--- src/rtl/asc_pkg.sv ---
package asc_pkg;

  // ****************************************************************
  // Widths and serial framing
  // ****************************************************************
  localparam int DATA_W = 24;
  localparam int CW = 24;
  localparam int CMD_BITS = 8;
  localparam int WEN_BIT = 7;
  localparam int RW_BIT = 6;
  localparam int RS_HI = 5;
  localparam int RS_LO = 3;
  localparam int CREAD_BIT = 2;
  localparam logic [7:0] CREAD_EXIT = 8'h58;
  localparam logic [5:0] LEN_STATUS = 6'h08;
  localparam logic [5:0] LEN_WORD = 6'h18;
  localparam logic [5:0] LEN_APPEND = 6'h20;
  localparam logic [5:0] RESET_ONES = 6'h28;

  // ****************************************************************
  // Register select codes and field positions
  // ****************************************************************
  localparam logic [2:0] REG_STATUS = 3'h0;
  localparam logic [2:0] REG_MODE = 3'h1;
  localparam logic [2:0] REG_CONFIG = 3'h2;
  localparam logic [2:0] REG_DATA = 3'h3;
  localparam int MD_HI = 23;
  localparam int MD_LO = 21;
  localparam int APPEND_BIT = 20;
  localparam int ZERO_LAT_BIT = 11;
  localparam int FS_HI = 9;
  localparam int FS_LO = 0;
  localparam int CH_HI = 15;
  localparam int CH_LO = 8;
  localparam logic [23:0] MODE_RST = 24'h000060;
  localparam logic [23:0] CONFIG_RST = 24'h000100;

  // ****************************************************************
  // Timing
  // ****************************************************************
  localparam int SETTLE_PERIODS = 4;
  localparam int FS_UNIT_CYC = 1024;
  localparam int OSC_START_US = 1000;
  localparam int CLK_KHZ = 25000;
  localparam int OSC_START_CYC = (OSC_START_US * CLK_KHZ + 999) / 1000;

  typedef enum logic [2:0] {
    MD_CONT = 3'b000,
    MD_SINGLE = 3'b001,
    MD_IDLE = 3'b010,
    MD_PDOWN = 3'b011
  } asc_md_e;

  typedef enum logic [1:0] {
    SP_CMD = 2'b00,
    SP_WR = 2'b01,
    SP_RD = 2'b10
  } asc_sp_e;

  typedef enum logic [1:0] {
    SQ_OFF = 2'b00,
    SQ_OSC = 2'b01,
    SQ_CONV = 2'b10
  } asc_sq_e;

endpackage

--- src/rtl/asc_conv_if.sv ---
interface asc_conv_if;
  import asc_pkg::*;
  logic start;
  logic stop;
  logic zero_lat;
  logic [CW-1:0] period;
  logic pre;
  logic done;
  modport seq (output start, stop, zero_lat, period, input pre, done);
  modport tmr (input start, stop, zero_lat, period, output pre, done);
endinterface

--- src/rtl/asc_sync.sv ---
module asc_sync #(
  parameter int W = 1,
  parameter logic [W-1:0] RST = '0
) (
  input wire logic clk, // Sampling clock
  input wire logic rstn, // Synchronous reset, active low
  input wire logic [W-1:0] d, // Asynchronous inputs
  output logic [W-1:0] q // Synchronised inputs
);
  logic [W-1:0] meta_q;
  logic [W-1:0] q_q;

  always_ff @(posedge clk) begin
    if (!rstn) begin
      meta_q <= RST;
      q_q <= RST;
    end else begin
      meta_q <= d;
      q_q <= meta_q;
    end
  end

  assign q = q_q;
endmodule

--- src/rtl/asc_settle.sv ---
module asc_settle import asc_pkg::*; (
  input wire logic clk, // Master clock
  input wire logic rstn, // Synchronous reset, active low
  asc_conv_if.tmr cv // Start, stop and result timing
);
  logic [CW-1:0] cnt_q;
  logic [CW-1:0] cnt_d;
  logic [CW-1:0] settle;
  logic run_q;
  logic run_d;
  logic pre_q;
  logic pre_d;
  logic done_q;
  logic done_d;

  always_comb begin
    settle = CW'(cv.period * SETTLE_PERIODS);
    cnt_d = cnt_q;
    run_d = run_q;
    pre_d = 1'b0;
    done_d = 1'b0;
    if (cv.stop) begin
      run_d = 1'b0;
    end else if (cv.start) begin
      run_d = 1'b1;
      cnt_d = settle;
    end else if (run_q) begin
      if (cnt_q == CW'(2)) begin
        pre_d = 1'b1;
      end
      if (cnt_q <= CW'(1)) begin
        done_d = 1'b1;
        cnt_d = cv.zero_lat ? settle : cv.period;
      end else begin
        cnt_d = cnt_q - CW'(1);
      end
    end
  end

  always_ff @(posedge clk) begin
    if (!rstn) begin
      cnt_q <= '0;
      run_q <= 1'b0;
      pre_q <= 1'b0;
      done_q <= 1'b0;
    end else begin
      cnt_q <= cnt_d;
      run_q <= run_d;
      pre_q <= pre_d;
      done_q <= done_d;
    end
  end

  assign cv.pre = pre_q;
  assign cv.done = done_q;

  chk_zl_reload: assert property (
    @(posedge clk) disable iff (!rstn)
    done_q && cv.zero_lat && !$past(cv.start) && !$past(cv.stop)
    |-> cnt_q == CW'(cv.period * SETTLE_PERIODS))
    else $error("zero latency result period is not one settling time");

  chk_pre_done: assert property (
    @(posedge clk) disable iff (!rstn)
    pre_q && !cv.start && !cv.stop |=> done_q)
    else $error("ready pre-warning not followed by a result");
endmodule

--- src/rtl/asc_ctrl.sv ---
module asc_ctrl import asc_pkg::*; #(
  parameter int OSC_CYC = OSC_START_CYC,
  parameter int FS_UNIT = FS_UNIT_CYC
) (
  input wire logic clk, // Master clock, 25 MHz
  input wire logic rstn, // Synchronous reset, active low
  input wire logic cs_n, // Chip select pin, active low
  input wire logic sclk, // Serial clock pin from the host
  input wire logic din, // Serial data input pin
  input wire logic [DATA_W-1:0] filter_result, // Filter output word
  output logic dout_rdy, // Data-out/ready pin level
  output logic dout_rdy_oe, // Data-out/ready pin drive enable
  output logic mod_reset, // One-cycle modulator and filter reset
  output logic powered_up, // Converter powered and clocked
  output logic [2:0] conv_channel // Channel being converted
);

  // ****************************************************************
  // Pin sampling and settling timer
  // ****************************************************************
  logic [2:0] pins_s;
  logic cs_s;
  logic sclk_s;
  logic din_s;

  // Reset to idle pin levels so no false serial clock edge follows reset
  asc_sync #(.W(3), .RST(3'h6)) u_sync (
    .clk(clk),
    .rstn(rstn),
    .d({cs_n, sclk, din}),
    .q(pins_s)
  );

  assign cs_s = pins_s[2];
  assign sclk_s = pins_s[1];
  assign din_s = pins_s[0];

  asc_conv_if cv();

  asc_settle u_settle (
    .clk(clk),
    .rstn(rstn),
    .cv(cv)
  );

  // ****************************************************************
  // Helpers
  // ****************************************************************
  function automatic logic [3:0] next_en(input logic [7:0] en,
                                         input logic [2:0] cur);
    logic [3:0] r;
    logic [2:0] idx;
    r = {1'b1, cur};
    for (int i = 7; i >= 1; i--) begin
      idx = cur + 3'(i);
      if (en[idx]) begin
        r = {idx < cur, idx};
      end
    end
    return r;
  endfunction

  function automatic logic [5:0] reg_len(input logic [2:0] rs,
                                         input logic sta);
    if (rs == REG_STATUS) begin
      return LEN_STATUS;
    end else if (rs == REG_DATA) begin
      return sta ? LEN_APPEND : LEN_WORD;
    end else begin
      return LEN_WORD;
    end
  endfunction

  function automatic logic [31:0] reg_image(input logic [2:0] rs,
                                            input logic [23:0] mode,
                                            input logic [23:0] cfg,
                                            input logic [23:0] data,
                                            input logic [7:0] stat);
    if (rs == REG_STATUS) begin
      return {stat, 24'h000000};
    end else if (rs == REG_MODE) begin
      return {mode, 8'h00};
    end else if (rs == REG_CONFIG) begin
      return {cfg, 8'h00};
    end else if (rs == REG_DATA) begin
      return {data, mode[APPEND_BIT] ? stat : 8'h00};
    end else begin
      return 32'h00000000;
    end
  endfunction

  // ****************************************************************
  // Serial interface and register file
  // ****************************************************************
  asc_sp_e sp_q, sp_d;
  logic [5:0] bitcnt_q, bitcnt_d;
  logic [5:0] len_q, len_d;
  logic [5:0] ones_q, ones_d;
  logic [2:0] rs_q, rs_d;
  logic [23:0] sh_in_q, sh_in_d;
  logic [31:0] sh_out_q, sh_out_d;
  logic [23:0] mode_q, mode_d;
  logic [23:0] config_q, config_d;
  logic cread_q, cread_d;
  logic sclk_q;
  logic rdy_prev_q;
  logic rise, active, rdy_fell, rd_busy;
  logic wr_mode, wr_cfg, rd_done, soft_rst;
  logic [7:0] cmd_byte;
  logic [23:0] word_in;
  logic [7:0] status;
  logic rdy_n_q;
  logic [3:0] stat_ch_q;
  logic [DATA_W-1:0] data_q;
  logic pdn_req_q;

  assign rise = sclk_s && !sclk_q;
  assign active = !cs_s;
  assign rdy_fell = rdy_prev_q && !rdy_n_q;
  assign rd_busy = (sp_q == SP_RD) && (rs_q == REG_DATA);
  assign cmd_byte = {sh_in_q[6:0], din_s};
  assign word_in = {sh_in_q[22:0], din_s};
  assign status = {rdy_n_q, 3'h0, stat_ch_q};

  always_comb begin
    sp_d = sp_q;
    bitcnt_d = bitcnt_q;
    len_d = len_q;
    ones_d = ones_q;
    rs_d = rs_q;
    sh_in_d = sh_in_q;
    sh_out_d = sh_out_q;
    mode_d = mode_q;
    config_d = config_q;
    cread_d = cread_q;
    wr_mode = 1'b0;
    wr_cfg = 1'b0;
    rd_done = 1'b0;
    soft_rst = 1'b0;
    if (pdn_req_q) begin
      mode_d[MD_HI:MD_LO] = MD_PDOWN;
    end
    if (!active) begin
      sp_d = SP_CMD;
      bitcnt_d = 6'h00;
    end else if (cread_q && sp_q == SP_CMD && bitcnt_q == 6'h00 &&
                 rdy_fell) begin
      sp_d = SP_RD;
      rs_d = REG_DATA;
      len_d = reg_len(REG_DATA, mode_q[APPEND_BIT]);
      sh_out_d = reg_image(REG_DATA, mode_q, config_q, data_q, status);
    end else if (rise) begin
      sh_in_d = word_in;
      bitcnt_d = bitcnt_q + 6'h01;
      ones_d = din_s ? ones_q + 6'h01 : 6'h00;
      case (sp_q)
        SP_CMD: begin
          if (bitcnt_q == 6'(CMD_BITS - 1)) begin
            bitcnt_d = 6'h00;
            if (cread_q) begin
              if (cmd_byte == CREAD_EXIT) begin
                cread_d = 1'b0;
              end
            end else if (!cmd_byte[WEN_BIT]) begin
              rs_d = cmd_byte[RS_HI:RS_LO];
              len_d = reg_len(cmd_byte[RS_HI:RS_LO], mode_q[APPEND_BIT]);
              if (!cmd_byte[RW_BIT]) begin
                sp_d = SP_WR;
              end else if (cmd_byte[CREAD_BIT] &&
                           cmd_byte[RS_HI:RS_LO] == REG_DATA) begin
                cread_d = 1'b1;
              end else begin
                sp_d = SP_RD;
                sh_out_d = reg_image(cmd_byte[RS_HI:RS_LO], mode_q,
                                     config_q, data_q, status);
              end
            end
          end
        end
        SP_WR: begin
          if (bitcnt_q == len_q - 6'h01) begin
            sp_d = SP_CMD;
            bitcnt_d = 6'h00;
            if (rs_q == REG_MODE) begin
              mode_d = word_in;
              wr_mode = 1'b1;
            end else if (rs_q == REG_CONFIG) begin
              config_d = word_in;
              wr_cfg = 1'b1;
            end
          end
        end
        SP_RD: begin
          sh_out_d = {sh_out_q[30:0], 1'b0};
          if (bitcnt_q == len_q - 6'h01) begin
            sp_d = SP_CMD;
            bitcnt_d = 6'h00;
            rd_done = (rs_q == REG_DATA);
          end
        end
        default: begin
          sp_d = SP_CMD;
        end
      endcase
      if (din_s && ones_q == RESET_ONES - 6'h01) begin
        soft_rst = 1'b1;
        sp_d = SP_CMD;
        bitcnt_d = 6'h00;
        ones_d = 6'h00;
        cread_d = 1'b0;
        mode_d = MODE_RST;
        config_d = CONFIG_RST;
      end
    end
  end

  always_ff @(posedge clk) begin
    if (!rstn) begin
      sp_q <= SP_CMD;
      bitcnt_q <= 6'h00;
      len_q <= LEN_WORD;
      ones_q <= 6'h00;
      rs_q <= REG_STATUS;
      sh_in_q <= 24'h000000;
      sh_out_q <= 32'h00000000;
      mode_q <= MODE_RST;
      config_q <= CONFIG_RST;
      cread_q <= 1'b0;
      sclk_q <= 1'b1;
      rdy_prev_q <= 1'b1;
    end else begin
      sp_q <= sp_d;
      bitcnt_q <= bitcnt_d;
      len_q <= len_d;
      ones_q <= ones_d;
      rs_q <= rs_d;
      sh_in_q <= sh_in_d;
      sh_out_q <= sh_out_d;
      mode_q <= mode_d;
      config_q <= config_d;
      cread_q <= cread_d;
      sclk_q <= sclk_s;
      rdy_prev_q <= rdy_n_q;
    end
  end

  // ****************************************************************
  // Conversion sequencer
  // ****************************************************************
  asc_sq_e sq_q, sq_d;
  asc_md_e md_new;
  logic [2:0] ch_q, ch_d;
  logic [CW-1:0] osc_q, osc_d;
  logic [3:0] stat_ch_d;
  logic [DATA_W-1:0] data_d;
  logic rdy_n_d, single_q, single_d, pdn_req_d;
  logic modrst_q, modrst_d, pwr_q, pwr_d, dout_q, dout_d, oe_q, oe_d;
  logic start_c, stop_c, restart;
  logic [3:0] first, nx;
  logic [9:0] fs;

  assign fs = mode_q[FS_HI:FS_LO];
  assign cv.period = CW'((fs == 10'h000 ? 10'h001 : fs) * FS_UNIT);
  assign cv.zero_lat = mode_q[ZERO_LAT_BIT];
  assign cv.start = start_c;
  assign cv.stop = stop_c;
  assign md_new = asc_md_e'(mode_d[MD_HI:MD_LO]);
  assign first = next_en(config_d[CH_HI:CH_LO], 3'h7);
  assign nx = next_en(config_q[CH_HI:CH_LO], ch_q);

  always_comb begin
    sq_d = sq_q;
    ch_d = ch_q;
    osc_d = osc_q;
    data_d = data_q;
    stat_ch_d = stat_ch_q;
    rdy_n_d = rdy_n_q;
    single_d = single_q;
    pdn_req_d = 1'b0;
    modrst_d = 1'b0;
    start_c = 1'b0;
    stop_c = 1'b0;
    restart = 1'b0;
    if (rd_done) begin
      rdy_n_d = 1'b1;
    end
    case (sq_q)
      SQ_OSC: begin
        osc_d = osc_q + CW'(1);
        if (osc_q == CW'(OSC_CYC - 1)) begin
          restart = 1'b1;
        end
      end
      SQ_CONV: begin
        if (cv.pre && !rd_busy) begin
          rdy_n_d = 1'b1;
        end
        if (cv.done) begin
          if (!rd_busy) begin
            data_d = filter_result;
            stat_ch_d = {1'b0, ch_q};
            rdy_n_d = 1'b0;
          end
          if (single_q && nx[3]) begin
            sq_d = SQ_OFF;
            stop_c = 1'b1;
            pdn_req_d = 1'b1;
          end else if (nx[2:0] != ch_q) begin
            ch_d = nx[2:0];
            start_c = 1'b1;
            modrst_d = 1'b1;
          end
        end
      end
      default: begin
      end
    endcase
    if (wr_mode) begin
      restart = 1'b0;
      if (md_new == MD_CONT || md_new == MD_SINGLE) begin
        single_d = (md_new == MD_SINGLE);
        if (sq_q == SQ_OFF) begin
          sq_d = SQ_OSC;
          osc_d = '0;
          rdy_n_d = 1'b1;
        end else begin
          restart = 1'b1;
        end
      end else begin
        sq_d = SQ_OFF;
        stop_c = 1'b1;
      end
    end else if (wr_cfg && sq_q == SQ_CONV) begin
      restart = 1'b1;
    end
    if (restart) begin
      start_c = 1'b0;
      if (|config_d[CH_HI:CH_LO]) begin
        sq_d = SQ_CONV;
        ch_d = first[2:0];
        start_c = 1'b1;
        modrst_d = 1'b1;
        rdy_n_d = 1'b1;
      end else begin
        sq_d = SQ_OFF;
        stop_c = 1'b1;
      end
    end
    if (soft_rst) begin
      sq_d = SQ_OSC;
      osc_d = '0;
      ch_d = 3'h0;
      data_d = '0;
      stat_ch_d = 4'h0;
      rdy_n_d = 1'b1;
      single_d = 1'b0;
      start_c = 1'b0;
      stop_c = 1'b1;
      modrst_d = 1'b0;
      pdn_req_d = 1'b0;
    end
    dout_d = (sp_d == SP_RD) ? sh_out_d[31] : rdy_n_d;
    oe_d = active;
    pwr_d = (sq_d != SQ_OFF);
  end

  always_ff @(posedge clk) begin
    if (!rstn) begin
      sq_q <= SQ_OSC;
      ch_q <= 3'h0;
      osc_q <= '0;
      data_q <= '0;
      stat_ch_q <= 4'h0;
      rdy_n_q <= 1'b1;
      single_q <= 1'b0;
      pdn_req_q <= 1'b0;
      modrst_q <= 1'b0;
      pwr_q <= 1'b1;
      dout_q <= 1'b1;
      oe_q <= 1'b0;
    end else begin
      sq_q <= sq_d;
      ch_q <= ch_d;
      osc_q <= osc_d;
      data_q <= data_d;
      stat_ch_q <= stat_ch_d;
      rdy_n_q <= rdy_n_d;
      single_q <= single_d;
      pdn_req_q <= pdn_req_d;
      modrst_q <= modrst_d;
      pwr_q <= pwr_d;
      dout_q <= dout_d;
      oe_q <= oe_d;
    end
  end

  assign dout_rdy = dout_q;
  assign dout_rdy_oe = oe_q;
  assign mod_reset = modrst_q;
  assign powered_up = pwr_q;
  assign conv_channel = ch_q;

  // ****************************************************************
  // Checks
  // ****************************************************************
  chk_switch_reset: assert property (
    @(posedge clk) disable iff (!rstn)
    ch_q != $past(ch_q) && sq_q == SQ_CONV |-> modrst_q)
    else $error("channel changed without modulator reset");

  chk_rdy_cause: assert property (
    @(posedge clk) disable iff (!rstn)
    $fell(rdy_n_q) |-> $past(cv.done) && !$past(rd_busy))
    else $error("ready went low without a new result");

  chk_read_high: assert property (
    @(posedge clk) disable iff (!rstn)
    rd_done && !cv.done |=> rdy_n_q)
    else $error("ready not high after data read");

  chk_ones_reset: assert property (
    @(posedge clk) disable iff (!rstn)
    active && rise && din_s && ones_q == RESET_ONES - 6'h01
    |=> sp_q == SP_CMD && mode_q == MODE_RST && config_q == CONFIG_RST)
    else $error("run of ones did not reset the interface");

  chk_frame_cmd: assert property (
    @(posedge clk) disable iff (!rstn)
    cs_s |=> sp_q == SP_CMD && bitcnt_q == 6'h00)
    else $error("interface not awaiting a command after frame");

  chk_stat_chan: assert property (
    @(posedge clk) disable iff (!rstn)
    sq_q == SQ_CONV && cv.done && !rd_busy && !soft_rst
    |=> stat_ch_q == {1'b0, $past(ch_q)})
    else $error("status channel does not match result");

  chk_single_end: assert property (
    @(posedge clk) disable iff (!rstn)
    sq_q == SQ_CONV && single_q && cv.done && nx[3] && !wr_mode &&
    !soft_rst |=> sq_q == SQ_OFF ##1 mode_q[MD_HI:MD_LO] == MD_PDOWN)
    else $error("single scan did not power down");

  chk_append_len: assert property (
    @(posedge clk) disable iff (!rstn)
    sp_q == SP_RD && rs_q == REG_DATA
    |-> len_q == (mode_q[APPEND_BIT] ? LEN_APPEND : LEN_WORD))
    else $error("data read length ignores status append");

  chk_osc_wait: assert property (
    @(posedge clk) disable iff (!rstn)
    sq_q == SQ_OSC && osc_q != CW'(OSC_CYC - 1) && !wr_mode && !soft_rst
    |=> sq_q != SQ_CONV)
    else $error("conversion started before oscillator wait");
endmodule

--- config.mk ---
export PLATFORM = sky130hd
export DESIGN_NAME = asc_ctrl
export DESIGN_NICKNAME = d
export VERILOG_FILES = /design/src/rtl/asc_pkg.sv /design/src/rtl/asc_conv_if.sv /design/src/rtl/asc_sync.sv /design/src/rtl/asc_settle.sv /design/src/rtl/asc_ctrl.sv
export SDC_FILE = /design/constraint.sdc
export NUM_CORES = 1
export LEC_CHECK = 0
export BUFFER_PORTS_ARGS = -buffer_cell sky130_fd_sc_hd__clkbuf_2
export CORE_UTILIZATION = 60
export DETAILED_ROUTE_END_ITERATION = 16
export PLACE_DENSITY = 0.77
export SYNTH_ARGS = -nofsm -noshare
export SYNTH_HDL_FRONTEND = slang
export SYNTH_SLANG_ARGS = --single-unit
--- constraint.sdc ---
create_clock -name clk -period 5.6 [get_ports clk]
set_input_delay 0.56 -clock clk [delete_from_list [all_inputs] [get_ports clk]]
set_output_delay 0.56 -clock clk [all_outputs]
set_load 0.02 [all_outputs]
==> out/results.txt <==
Crit path capture type: flip-flop
DRC Markers: 0
Syn. warnings: 0
Worst slew pin tran: 1.26 ns
Max Fclk: 0.200 GHz
Setup bufs post-CTS: 0
Fraction of layout cells with a size suffix above 1: 0.116
Sequential share of the synthesized area: 0.386
Die H: 141 um
Yosys top cell by area: dfxtp_1
# Max-Cap Violations: 0
CTS max path bufs: 3
WP depth: 12
Maximum VDD drop: 0.000214 V
Die footprint: 0.0198 sq mm
Hold-fix buffers at CTS: 0
First-pass DRT Iterations: 10
Initial cell density of the core: 0.614
Post-CTS sizing: 0
First-pass GRT wire length: 50,400 um
CTS tree: yes
Most common cell on crit path: nor2_1
Clk sink count: 222
Detailed Route Iter0 Violations: 1,108
Period utilisation layout: 0.894
Max FO, Critical Path: 16
Crit path buffers/inverters: 1
EDFF count, synth: 0
Largest net degree at the start of global routing: 61
Drt wl/cell: 18.8 um
Worst Setup Start Kind: flip-flop
CP startpoint: conv_channel[2]$_SDFF_PP0_
Class of the most critical setup path: reg -> reg
Critical Path End: u_settle.cnt_q[2]$_SDFFE_PN0P_
Static Leak: 4.50 nW
Commonest cells in the netlist: 222 x dfxtp_1, 217 x nand2_1, 170 x nor2_1
H-tree Lvls: 1
Yosys top cell area share: 0.386
CP Cell Sequence: inv_1, ha_1, mux4_2, mux2i_1, nand2_1, nor2_1, o21ai_0, a21oi_1, o21a_1, nor3_4, nor2_1, a311oi_1
Power per cell area: 257 mW/mm^2
Final ANT Viol Nets: 0
Io pins: 36
N_diodes: 0
Via density per instance: 6.41
Hold Violations, Final: 0
Setup tns final: 0 ns
WP data arrival: 5.37 ns
Hold/Removal Path Class: in -> reg
Slew Limit Fails: 0
Outcome: finished, final reports clean
FF-to-FF setup slack: 0.59 ns
GRT Total Usage: 0.316
Post-synthesis register bit count: 222
CP required: 5.96 ns
Fin crit period: 5.01 ns
Setup-failing EPs final: 0
Clock skew: 0.0251 ns
Core area: 0.0188 sq mm
Worst-path clk slew: 0.06 ns
FF-to-FF End: u_settle.cnt_q[2]$_SDFFE_PN0P_
Main synth FF type: dfxtp_1
Max incr delay on CP: 0.69 ns
RSZ-0062 raised after global routing: false
Netlist cell types: 81
Chip width: 141 um
Rel. slew slack: 0.158
Final Core Density: 0.672
GPL Wtd Cong: 0.959
Post-synthesis async set-or-reset flop share: 0
Initial antenna violation count: 0
Global route overflow: 0
Worst r2r path cells: 12
Layout area overhead: 9.47%
Clk root buf: clkbuf_16
Clk Latency, worst-skew pair: 0.52 ns
Post-Synthesis Net Count: 1,466
Post-DP HPWL: 20,600 um
RR Startpoint: conv_channel[2]$_SDFF_PP0_
CTS Buf Count: 25
Mapped Avg Cell Area: 8.12 sq um
Port-buffer cells: 35
Synth area leaders: dfxtp_1 39%, nand2_1 7.1%, nor2_1 5.5%, a21oi_1 5.2%, mux2_2 2.6%
Number of global-route vias before repair: 9,853
Standard-cell rows: 50
Cell family with the largest share of critical-path delay: compound AO/OA/AOI/OAI gates
Post-synth design cell area: 0.0115 sq mm
CP max-delay cell: dfxtp_1
WL final: 31,100 um
Vias: 10,600
Most common cell in the netlist: dfxtp_1
Synthesized instance count: 1,418
Layout Nets: 1,455
-- logic make-up after synthesis --
| family | count (synthesis) | share of synthesized area |
|---|---|---|
| simple gates | 582 | 0.234 |
| compound gates | 376 | 0.223 |
| flops | 222 | 0.386 |
| buf+inv | 121 | 0.0407 |
| mux | 55 | 0.0627 |
| xor+xnor | 43 | 0.0340 |
| fa+ha+maj | 19 | 0.0206 |
-- flip-flops by register name (all words and copies together), names as in the netlist, 6 cells and up --
register / flops
bitcnt_q: 6
mode_q: 24
sh_in_q: 23
config_q: 24
sh_out_q: 32
u_settle.cnt_q: 24
ones_q: 6
data_q: 24
osc_q: 24
-- metal layers --
layer  vias to the layer above  part of all wire  routed length (um)  global-route usage
met3                        72             0.086                2670              0.0530
li1                       5108                 -                   -                   -
met5                         -                 0                   0                   0
met1                      4983              0.42               13100               0.414
met4                         0             0.036                1120               0.111
met2                       460              0.46               14200               0.526
-- power breakdown --
part	internal [mW]	switching, mW
registers	1.58	0.00376
clock network	0.949	0.640
logic	0.0170	0.0442
total	2.55	0.688
-- through the flow --
step | worst slack (ns) | instance area, sq um | hold slack [ns] | power (mW) | instances
6_report | 0.593 | 12600 | 0.222 | 3.24 | 1657
4_1_cts | 0.625 | 12600 | 0.216 | 3.26 | 1657
5_1_grt | 0.150 | 12600 | 0.224 | 3.34 | 1657
3_5_place_dp | 0.645 | 11800 | 0.402 | 1.68 | 1614
2_1_floorplan | 1.10 | 11500 | 0.386 | 1.66 | 1418
3_3_place_gp | 0.828 | 11800 | 0.389 | 1.68 | 1614
-- cells in the final DEF (no fill, tap or decap), types with 5 or more instances in the layout --
cell type	n
or4_1	8
clkinv_2	7
dfxtp_1	222
nor4_1	12
a222oi_1	24
xnor2_1	21
o22ai_1	12
a22o_1	30
clkbuf_16	25
o211ai_1	6
xor2_1	21
mux2_2	27
a211oi_1	39
nor2_1	169
nor3_1	32
o21ai_0	50
and2_1	9
a21oi_1	120
mux4_2	11
a22oi_1	31
a21o_1	5
inv_1	27
nor3b_1	5
clkbuf_2	35
nor2b_1	10
nand2_1	216
or3_1	12
ha_1	19
and3_1	15
a311oi_1	5
a31oi_1	6
nand3_1	29
or2_2	7
mux2i_1	17
nand4_1	11
nand2b_1	18
buf_4	20
-- cell type report --
class / count / area [sq um]
inverter: 28 / 106
sequential: 222 / 4440
multi-input combinational: 1075 / 6650
fill: 1589 / 6160
timing repair buffer: 55 / 325
clock inverter: 11 / 114
clock buffer: 32 / 682
tap: 234 / 293
-- worst min-delay path by stage --
stage	from	endpoint	slack [ns]	depth (start not counted)
CTS	cs_n	u_sync.meta_q[2]$_SDFF_PN1_	0.22	2
global placement	u_sync.meta_q[2]$_SDFF_PN1_	u_sync.q[2]$_SDFF_PN1_	0.39	1
detailed placement	u_sync.meta_q[2]$_SDFF_PN1_	u_sync.q[2]$_SDFF_PN1_	0.40	1
floorplan	u_sync.meta_q[1]$_SDFF_PN1_	u_sync.q[1]$_SDFF_PN1_	0.39	1
finish	cs_n	u_sync.meta_q[2]$_SDFF_PN1_	0.22	2
global route	cs_n	u_sync.meta_q[2]$_SDFF_PN1_	0.22	2
(Power assumes the default switching activity.)
